==> config.mk <==
export PLATFORM = sky130hd
export DESIGN_NAME = seq_ctrl
export DESIGN_NICKNAME = d
export VERILOG_FILES = /design/src/seq_ctrl_pkg.sv /design/src/seq_ctrl.sv
export SDC_FILE = /design/constraint.sdc
export NUM_CORES = 1
export LEC_CHECK = 0
export BUFFER_PORTS_ARGS = -buffer_cell sky130_fd_sc_hd__buf_4
export CAP_MARGIN = 40
export CORE_MARGIN = 5
export CORE_UTILIZATION = 48
export CTS_CLUSTER_DIAMETER = 60
export DETAILED_ROUTE_END_ITERATION = 12
export MAX_ROUTING_LAYER = met4
export PLACE_DENSITY_LB_ADDON = 0.1
export SYNTH_ARGS = -nofsm -noshare
export SYNTH_HDL_FRONTEND = slang
export SYNTH_SLANG_ARGS = --single-unit
==> constraint.sdc <==
create_clock -name sys_clk -period 2.3 [get_ports sys_clk]
set_input_delay 0.115 -clock sys_clk [delete_from_list [all_inputs] [get_ports sys_clk]]
set_output_delay 0.115 -clock sys_clk [all_outputs]
set_load 0.005 [all_outputs]
==> src/seq_ctrl_pkg.sv <==
// constants shared by the microprogram sequence controller
// assumes a single 40 MHz micro-cycle clock and synchronous control-store proms
package seq_ctrl_pkg;
    localparam int ADDR_W = 8;
    localparam int RPT_W = 4;
    localparam int COND_N = 4;
    localparam int SEL_W = 3;
    localparam int STAGE_W = 2;
    localparam logic [RPT_W-1:0] RPT_DONE = 4'hF;
    localparam logic [ADDR_W-1:0] ADDR_RESET = 8'h00;
    localparam logic [SEL_W-1:0] SEL_RPT = 3'h0;
    localparam logic [SEL_W-1:0] SEL_TRUE = 3'h1;
    localparam logic [SEL_W-1:0] SEL_EXT0 = 3'h4;
    // next-address operation encoded in the pipelined word
    typedef enum logic [2:0] {
        OP_CONT = 3'b000,
        OP_JUMP = 3'b001,
        OP_CALL = 3'b010,
        OP_RET = 3'b011,
        OP_DECODE = 3'b100,
        OP_REPEAT = 3'b101,
        OP_FETCH = 3'b110
    } next_op_t;
endpackage

==> src/seq_ctrl.sv <==
// microprogram sequence controller: next-address logic, save register,
// repeat counter, condition mux and multiple command decode
// assumes the proms return the pipelined word for address next_addr in one cycle
//
// How it works
// RULE_01 - a call saves the current address plus one in the save register.
// RULE_02 - multiple decode reuses the command register, the first pass giving the first entry.
// RULE_03 - finishing a sub-sequence advances the decode stage to decode the command again.
// RULE_04 - fast outputs are registered at the cycle start, slow ones decoded from the address; the code has no slow outputs.
// RULE_05 - a condition mux picks repeat status or an external signal to steer the next address.
// RULE_06 - external conditions are captured at the clock and held for the whole micro-cycle.
// RULE_07 - interrupt and dma requests are only taken at instruction boundaries; the code has one request input, irq_req, and no dma request.
// RULE_08 - repeat status low selects the repeat address, high selects the incremented address.
// RULE_09 - the repeat counter steps only in cycles where it steers the next-address mux.
// RULE_10 - the repeat counter is four bits and terminates at all ones.
// RULE_11 - a subroutine end takes its next address from the save register.
module seq_ctrl
    import seq_ctrl_pkg::*;
#(
    parameter int FAST_W = 8
) (
    // clock and reset
    input wire logic sys_clk,
    input wire logic rst_b,
    // pipelined word from the control-store proms
    input wire logic [2:0] op_code,
    input wire logic [ADDR_W-1:0] branch_addr,
    input wire logic [SEL_W-1:0] cond_sel,
    input wire logic cond_pol,
    input wire logic rpt_load,
    input wire logic [RPT_W-1:0] rpt_value,
    input wire logic [FAST_W-1:0] fast_word,
    input wire logic end_of_instr,
    // decode proms: entry address per decode stage
    input wire logic [ADDR_W-1:0] decode_addr,
    // command register and service requests
    input wire logic [ADDR_W-1:0] command,
    input wire logic cmd_load,
    input wire logic irq_req,
    input wire logic [ADDR_W-1:0] irq_addr,
    // external condition signals
    input wire logic [COND_N-1:0] cond_in,
    // outputs
    output logic [ADDR_W-1:0] next_addr,
    output logic [FAST_W-1:0] fast_out,
    output logic [ADDR_W-1:0] cmd_reg,
    output logic [STAGE_W-1:0] decode_stage,
    output logic [RPT_W-1:0] rpt_count,
    output logic rpt_done,
    output logic irq_ack
);
    logic [COND_N-1:0] cond_buf;
    logic [ADDR_W-1:0] save_addr;
    logic [ADDR_W-1:0] addr_plus1;
    logic cond_raw;
    logic cond_true;
    logic [ADDR_W-1:0] next_next_addr;
    next_op_t op;

    assign op = next_op_t'(op_code);
    assign addr_plus1 = ADDR_W'(next_addr + 1'b1);
    assign rpt_done = (rpt_count == RPT_DONE); // RULE_10

    // condition mux: repeat status, constant true or a buffered signal
    function automatic logic pick_cond(input logic [SEL_W-1:0] sel,
                                       input logic [COND_N-1:0] buf_in,
                                       input logic done);
        logic r;
        r = 1'b0;
        if (sel == SEL_RPT) begin
            r = done;
        end else if (sel == SEL_TRUE) begin
            r = 1'b1;
        end else if (sel >= SEL_EXT0) begin
            r = buf_in[2'(sel - SEL_EXT0)];
        end
        return r;
    endfunction

    assign cond_raw = pick_cond(cond_sel, cond_buf, rpt_done); // RULE_05
    assign cond_true = cond_raw ^ cond_pol;

    // next-address selection
    always_comb begin
        next_next_addr = addr_plus1;
        case (op)
            OP_CONT: next_next_addr = addr_plus1;
            OP_JUMP: next_next_addr = cond_true ? branch_addr : addr_plus1; // RULE_05
            OP_CALL: next_next_addr = cond_true ? branch_addr : addr_plus1;
            OP_RET: next_next_addr = save_addr; // RULE_11
            // loop back while not done: the mux follows the counter status
            OP_REPEAT: next_next_addr = rpt_done ? addr_plus1 : branch_addr; // RULE_08
            OP_DECODE: next_next_addr = decode_addr; // RULE_02
            OP_FETCH: next_next_addr = decode_addr;
            default: next_next_addr = addr_plus1;
        endcase
        // interrupts only between instructions so latency stays bounded
        if (end_of_instr && irq_req) begin
            next_next_addr = irq_addr; // RULE_07
        end
    end

    // external conditions buffered so they hold for the micro-cycle
    always_ff @(posedge sys_clk) begin
        if (!rst_b) begin
            cond_buf <= '0;
        end else begin
            cond_buf <= cond_in; // RULE_06
        end
    end

    // address register sits after the incrementer for early availability
    always_ff @(posedge sys_clk) begin
        if (!rst_b) begin
            next_addr <= ADDR_RESET;
            fast_out <= '0;
        end else begin
            next_addr <= next_next_addr; // RULE_04
            fast_out <= fast_word; // RULE_04
        end
    end

    // save register: return point of a taken call
    always_ff @(posedge sys_clk) begin
        if (!rst_b) begin
            save_addr <= ADDR_RESET;
        end else if (op == OP_CALL && cond_true) begin
            save_addr <= addr_plus1; // RULE_01
        end
    end

    // repeat counter: loaded from the word, stepped only when it steers
    always_ff @(posedge sys_clk) begin
        if (!rst_b) begin
            rpt_count <= RPT_DONE;
        end else if (rpt_load) begin
            rpt_count <= rpt_value;
        end else if (op == OP_REPEAT && !rpt_done) begin
            rpt_count <= RPT_W'(rpt_count + 1'b1); // RULE_09
        end
    end

    // command register and decode stage; fetch restarts at stage zero
    always_ff @(posedge sys_clk) begin
        if (!rst_b) begin
            cmd_reg <= '0;
            decode_stage <= '0;
        end else begin
            if (cmd_load) begin
                cmd_reg <= command;
            end
            if (op == OP_FETCH || cmd_load) begin
                decode_stage <= '0;
            end else if (op == OP_DECODE) begin
                decode_stage <= STAGE_W'(decode_stage + 1'b1); // RULE_03
            end
        end
    end

    // acknowledge pulse for a serviced request
    always_ff @(posedge sys_clk) begin
        if (!rst_b) begin
            irq_ack <= 1'b0;
        end else begin
            irq_ack <= end_of_instr && irq_req; // RULE_07
        end
    end
endmodule

# ---- After elaboration in Yosys (flattened, before gate mapping)
# Cells that the tools add are included.
dict set report word_totals {
  register_bits 43
  output_inout_bits 32
  word_cells 45
}
dict set report op_classes {
  addsub 4
  magnitude_cmp 2
  n_eq_ne 8
  mux 11
  bitwise 2
  reduce_logical 10
}
# cell n
set ops {}
lappend ops {{case mux 8 bit (4 select lines)} 1}
lappend ops {{2-to-1 mux 8 bit} 3}
lappend ops {{equality test 3 bit, second input constant} 3}
lappend ops {{adder 8 x 1 -> 8 bit, second input constant} 1}
lappend ops {{2-to-1 mux 4 bit} 2}
lappend ops {{equality test 3 x 1 -> 1 bit, second input constant} 2}
lappend ops {{equality test 3 x 2 -> 1 bit, second input constant} 2}
lappend ops {{OR reduction 2 bit} 3}
lappend ops {{adder 4 x 1 -> 4 bit, second input constant} 1}
lappend ops {{equality test 4 bit, second input constant} 1}
lappend ops {{2-to-1 mux 1 bit} 4}
lappend ops {{>= comparator 3 bit, second input constant} 1}
lappend ops {{logical AND 1 bit} 3}
lappend ops {{zero test 3 bit} 1}
lappend ops {{< comparator 2 x 3 -> 1 bit, second input constant} 1}
lappend ops {{adder 2 x 1 -> 2 bit, second input constant} 1}
lappend ops {{binary-select mux 1 bit (select 2 bit)} 1}
lappend ops {{nonzero test 2 bit} 1}
lappend ops {{subtractor 2 x 1 -> 2 bit, second input constant} 1}
lappend ops {{zero test 1 bit} 1}
lappend ops {{logical OR 1 bit} 1}
lappend ops {{NOT 1 bit} 1}
lappend ops {{XOR 1 bit} 1}

# ---- Longest topological paths before layout
dict set report logic_depth {
  ltp_word 10
  ltp_mapped 7
  ltp_nobuf 7
}

# ---- Worst setup path before layout
# OpenSTA, ideal clock, no wires.
dict set report synth_path {
  path_type {register -> register}
  start {register rpt_count[0]}
  end {register rpt_count[1]}
  setup_time_ns 0.127
  t_arrival_ns 1.624
  setup_slack_ns 0.549
  path_stages_with_launch 8
  cell_sequence {dfxtp_1 -> ha_1 -> nand3_1 -> inv_1 -> nor2_2 -> mux2_2 -> mux2i_1 -> nand2_1}
}
dict set report synth_via {
  elab_chain_len 4
}
# element line_no
set synth_rtl {}
lappend synth_rtl {{start: declaration} seq_ctrl.sv:48} ;# output logic [RPT_W-1:0] rpt_count,
lappend synth_rtl {{start signal: assignment} seq_ctrl.sv:137} ;# rpt_count <= rpt_value;
lappend synth_rtl {{start signal: assignment} seq_ctrl.sv:139} ;# rpt_count <= RPT_W'(rpt_count + 1'b1);
lappend synth_rtl {{equality test 4 bit} seq_ctrl.sv:62} ;# assign rpt_done = (rpt_count == RPT_DONE);
lappend synth_rtl {{named net rpt_done} seq_ctrl.sv:49} ;# output logic rpt_done,
lappend synth_rtl {{zero test 1 bit} seq_ctrl.sv:138} ;# end else if (op == OP_REPEAT && !rpt_done) begin
lappend synth_rtl {{logical AND 1 bit} seq_ctrl.sv:138}
lappend synth_rtl {{nonzero test 2 bit (no line)} --}
# The timed path passes the listed nets, and every way through them passes these cells. The select of a mux whose other input is x is not followed.
# A chain may end at the register's enable or synchronous reset.

# ---- Worst setup path after layout
dict set report layout_path {
  start {register rpt_count[0]}
  end {register next_addr[2]}
}
dict set report layout_via {
  elab_chain_len 6
}
# element line_no
set layout_rtl {}
lappend layout_rtl {{equality test 4 bit *} seq_ctrl.sv:62}
lappend layout_rtl {{2-to-1 mux 1 bit} seq_ctrl.sv:70} ;# if (sel == SEL_RPT) begin
lappend layout_rtl {{XOR 1 bit} seq_ctrl.sv:81} ;# assign cond_true = cond_raw ^ cond_pol;
lappend layout_rtl {{2-to-1 mux 8 bit} {seq_ctrl.sv:88, seq_ctrl.sv:89}}
lappend layout_rtl {{case mux 8 bit (4 select lines) *} seq_ctrl.sv:86} ;# case (op)
lappend layout_rtl {{2-to-1 mux 8 bit *} seq_ctrl.sv:98} ;# if (end_of_instr && irq_req) begin
lappend layout_rtl {{end signal: assignment} seq_ctrl.sv:118} ;# next_addr <= next_next_addr;
lappend layout_rtl {{end: declaration} seq_ctrl.sv:44} ;# output logic [ADDR_W-1:0] next_addr,
# Mark *: on every way between the ends. The rest lies on a longest branch, timed or not.

==> report_table.html <==
<table>
<tr><th>Metric</th><th>Value</th></tr>
<tr><th colspan="2">Run status</th></tr>
<tr><td>Outcome</td><td>finished clean</td></tr>
<tr><th colspan="2">Place</th></tr>
<tr><td>Detailed placement HPWL</td><td>4.72 mm</td></tr>
<tr><td>Global placement routability congestion</td><td>0.828</td></tr>
<tr><td>Input/output buffers</td><td>92</td></tr>
<tr><td>Place WS</td><td>0.391 ns</td></tr>
<tr><th colspan="2">Synth</th></tr>
<tr><td>Number of enable flip-flop cells after synthesis</td><td>0</td></tr>
<tr><td>Share of synthesized registers carrying an async set or reset</td><td>0</td></tr>
<tr><td>Synth top cells by count</td><td>43 x dfxtp_1, 19 x nor2_1, 18 x mux2i_1, 17 x nand3_1, 16 x nand2_1</td></tr>
<tr><td>Cell area after synthesis</td><td>2230 um^2</td></tr>
<tr><td>Synthesis warning total</td><td>0</td></tr>
<tr><td>Top-area cell type share of the netlist area</td><td>0.386</td></tr>
<tr><td>Avg Synthesized Cell Area</td><td>8.75 um^2</td></tr>
<tr><td>Library cells used by synthesis</td><td>50</td></tr>
<tr><td>FF+latch count, synth</td><td>43</td></tr>
<tr><td>Most frequently used cell type in the post-synthesis netlist</td><td>dfxtp_1</td></tr>
<tr><td>Proportion of synthesized chip area in sequential cells</td><td>0.386</td></tr>
<tr><td>Synth Flop Type</td><td>dfxtp_1</td></tr>
<tr><td>Cell type with the largest total area after synthesis</td><td>dfxtp_1</td></tr>
<tr><td>Area contributors post-synth</td><td>dfxtp_1 39%, mux2i_1 8.1%, and2_1 3.9%, nand3_1 3.8%, nor2_1 3.2%</td></tr>
<tr><td>Synthesized net count</td><td>318</td></tr>
<tr><td>Post-Syn Instances</td><td>255</td></tr>
<tr><th colspan="2">Critical path</th></tr>
<tr><td>Flop-to-flop setup slack</td><td>0.35 ns</td></tr>
<tr><td>Crit path largest cell delay</td><td>0.40 ns</td></tr>
<tr><td>Worst EP required</td><td>2.48 ns</td></tr>
<tr><td>Worst Setup End Kind</td><td>flop</td></tr>
<tr><td>FF-to-FF path depth</td><td>7</td></tr>
<tr><td>Critical-path cell list</td><td>ha_1 -&gt; nand4b_1 -&gt; a31o_2 -&gt; o2111ai_2 -&gt; buf_4 -&gt; mux2i_1 -&gt; o211ai_2</td></tr>
<tr><td>Category of the critical setup timing path</td><td>reg -&gt; reg</td></tr>
<tr><td>Largest fanout of any net on the critical path</td><td>20</td></tr>
<tr><td>Startpoint types</td><td>flop</td></tr>
<tr><td>Slowest stage cell, crit path</td><td>dfxtp_1</td></tr>
<tr><td>Data arrival at the endpoint of the critical path</td><td>2.13 ns</td></tr>
<tr><th colspan="2">Global routing</th></tr>
<tr><td>Global route total overflow</td><td>0</td></tr>
<tr><td>Wire length of the first global-routing pass</td><td>10.0 mm</td></tr>
<tr><td>GR Util All Layers</td><td>0.209</td></tr>
<tr><td>Antenna violations before repair</td><td>0</td></tr>
<tr><td>Vias in the first global route</td><td>2,095</td></tr>
<tr><td>Largest net degree at the start of global routing</td><td>39</td></tr>
<tr><th colspan="2">Clocking</th></tr>
<tr><td>Root buffer cell</td><td>clkbuf_8</td></tr>
<tr><td>CTS sink cnt</td><td>43</td></tr>
<tr><td>Deepest level of the CTS H-tree</td><td>2</td></tr>
<tr><td>Number of instances resized during post-cts repair</td><td>0</td></tr>
<tr><td>Clock tree buffer depth</td><td>2</td></tr>
<tr><td>Insertion delay of the later-clocked pin in the worst-skew pair</td><td>0.30 ns</td></tr>
<tr><td>Register clock-pin slew on the reported worst setup and hold paths</td><td>0.08 ns</td></tr>
<tr><td>Cts bufs inserted</td><td>5</td></tr>
<tr><td>TritonCTS clock tree</td><td>done</td></tr>
<tr><td>Post-CTS Hold Fix Bufs</td><td>0</td></tr>
<tr><td>Post-CTS Setup Inserts</td><td>0</td></tr>
<tr><th colspan="2">STA</th></tr>
<tr><td>Post-Route Skew</td><td>0.00812 ns</td></tr>
<tr><td>Final period demand of the worst path</td><td>1.95 ns</td></tr>
<tr><td>Pin slew with the least headroom to its limit</td><td>0.533 ns</td></tr>
<tr><td>Tightest hold margin</td><td>0.0191 ns</td></tr>
<tr><td>Share of the clock period used by the worst path</td><td>0.847</td></tr>
<tr><td>Slew Limit Fails</td><td>0</td></tr>
<tr><td>Maximum frequency from static timing analysis</td><td>513 MHz</td></tr>
<tr><td>Setup TNS Final</td><td>0 ns</td></tr>
<tr><td>Final setup violation count</td><td>0</td></tr>
<tr><td>Unrepaired setup endpoints after global routing</td><td>false</td></tr>
<tr><td>Worst setup margin</td><td>0.351 ns</td></tr>
<tr><td>Headroom to the max-slew limit</td><td>0.644</td></tr>
<tr><td>Count of endpoints failing hold in the final timing report</td><td>0</td></tr>
<tr><th colspan="2">Power</th></tr>
<tr><td>Leakage power of the design</td><td>1.38 nW</td></tr>
<tr><td>Power density over the cells</td><td>582 nW/um^2</td></tr>
<tr><td>Net Switching</td><td>0.000486 W</td></tr>
<tr><td>Sequential power share</td><td>0.467</td></tr>
<tr><td>Switch share</td><td>0.275</td></tr>
<tr><td>Clock network power share</td><td>0.298</td></tr>
<tr><td>Maximum vdd ir drop</td><td>0.339 mV</td></tr>
<tr><td>Combinational group share of total power</td><td>0.234</td></tr>
<tr><td>Internal cell power</td><td>0.00128 W</td></tr>
<tr><th colspan="2">Finish</th></tr>
<tr><td>Fraction of the core area covered by cells at the end of the flow</td><td>0.682</td></tr>
<tr><td>Fraction of final layout cells sized beyond drive strength 1</td><td>0.325</td></tr>
<tr><td>Antenna diode count</td><td>0</td></tr>
<tr><td>Synth-to-Final Area Change</td><td>36.0%</td></tr>
<tr><td>Final layout net count</td><td>404</td></tr>
<tr><th colspan="2">Min path</th></tr>
<tr><td>Worst hold path class</td><td>in -&gt; reg</td></tr>
<tr><td>WHS Path Cells</td><td>2</td></tr>
<tr><th colspan="2">Drt</th></tr>
<tr><td>Wire length per cell after detailed routing</td><td>15.5 um</td></tr>
<tr><td>DRT iter0 DRCs</td><td>126</td></tr>
<tr><td>Post-route ant nets</td><td>0</td></tr>
<tr><td>Total detailed-routing wirelength</td><td>6.10 mm</td></tr>
<tr><td>Initial DRT Pass Iterations</td><td>4</td></tr>
<tr><td>Via count</td><td>2,206</td></tr>
<tr><td>Count of unresolved DRC violations after routing</td><td>0</td></tr>
<tr><td>Drt via density</td><td>5.60</td></tr>
<tr><th colspan="2">Floorplan</th></tr>
<tr><td>Height of the die</td><td>78.2 um</td></tr>
<tr><td>I/O pins</td><td>93</td></tr>
<tr><td>Die W</td><td>78.2 um</td></tr>
<tr><td>Placeable core area</td><td>4440 um^2</td></tr>
<tr><td>Die Outline Area</td><td>6110 um^2</td></tr>
<tr><td>Core Rows</td><td>24</td></tr>
<tr><td>Initial cell density of the core</td><td>0.502</td></tr>
<tr><th colspan="2">Job</th></tr>
<tr><td>Max-cap check violation count</td><td>0</td></tr>
</table>
-- per-stage QoR --
step	area, um^2	total power, W	instances
global placement	2930	0.00125	386
detailed placement	2930	0.00126	386
CTS	3030	0.00178	394
finish	3030	0.00177	394
global route	3030	0.00187	394
floorplan	2230	0.00106	255
-- kinds of logic (layout without fill, tap and decap cells) --
group,count (synthesis),after routing,share of synthesized area
and+or+nand+nor,101,101,0.242
adders and majority gates,2,2,0.0112
DFF,43,43,0.386
xor gates and xnor gates,7,7,0.0275
AOI/OAI and AO/OA,64,64,0.209
muxes,19,19,0.0858
buffers and inverters,19,106,0.0393
-- worst max-delay path, delay by kind of cell, from the launching register on --
family / cells / cell delay, ns
compound gates: 3 / 0.53
fa+ha+maj: 1 / 0.24
buf+inv: 1 / 0.29
flops: 1 / 0.40
mux: 1 / 0.24
simple gates: 1 / 0.13
-- final timing paths --
path | from | end
worst max-delay path | rpt_count[0] | next_addr[2]
worst min-delay path | fast_word[6] | fast_out[6]
worst max register to register | rpt_count[0] | next_addr[2]
worst min register to register | save_addr[7] | save_addr[7]
-- final cells by class --
type	count	area, um^2
Clock inverter	1	7.51
Tap cell	52	65.1
Multi-Input combinational cell	193	1280
Fill cell	395	1410
Inverter	4	15.0
Clock buffer	7	96.3
Timing Repair Buffer	94	706
Sequential cell	43	861
-- per-layer routing --
metal / global-route usage / up-vias / routed length (um)
li1: - / 1104 / -
met1: 0.256 / 1026 / 2660
met2: 0.335 / 67 / 2930
met3: 0.0561 / 9 / 420
met4: 0.0664 / 0 / 90
met5: - / - / 0
-- placed cells by master (no fill, tap or decap), types with 4 or more instances in the layout --
master and instances:
a21oi_1 9, a221o_1 4, and2_1 14, buf_4 94
clkbuf_8 7, dfxtp_1 43, inv_1 4, mux2i_1 18
nand2_1 16, nand2b_1 8, nand3_1 17, nand4_1 9
nor2_1 19, nor3_1 4, o211a_1 4, o211ai_1 5
o21ai_0 12, o21ai_1 6, xor2_1 4
-- power by group through the flow --
stage / registers, W / clock network (W) / logic (W)
5_1_grt: 0.000833 / 0.000581 / 0.000453
6_report: 0.000825 / 0.000527 / 0.000414
3_3_place_gp: 0.000840 / 0 / 0.000410
4_1_cts: 0.000825 / 0.000539 / 0.000415
2_1_floorplan: 0.000840 / 0 / 0.000218
3_5_place_dp: 0.000842 / 0 / 0.000413
Power figures use the tool's default switching activity.
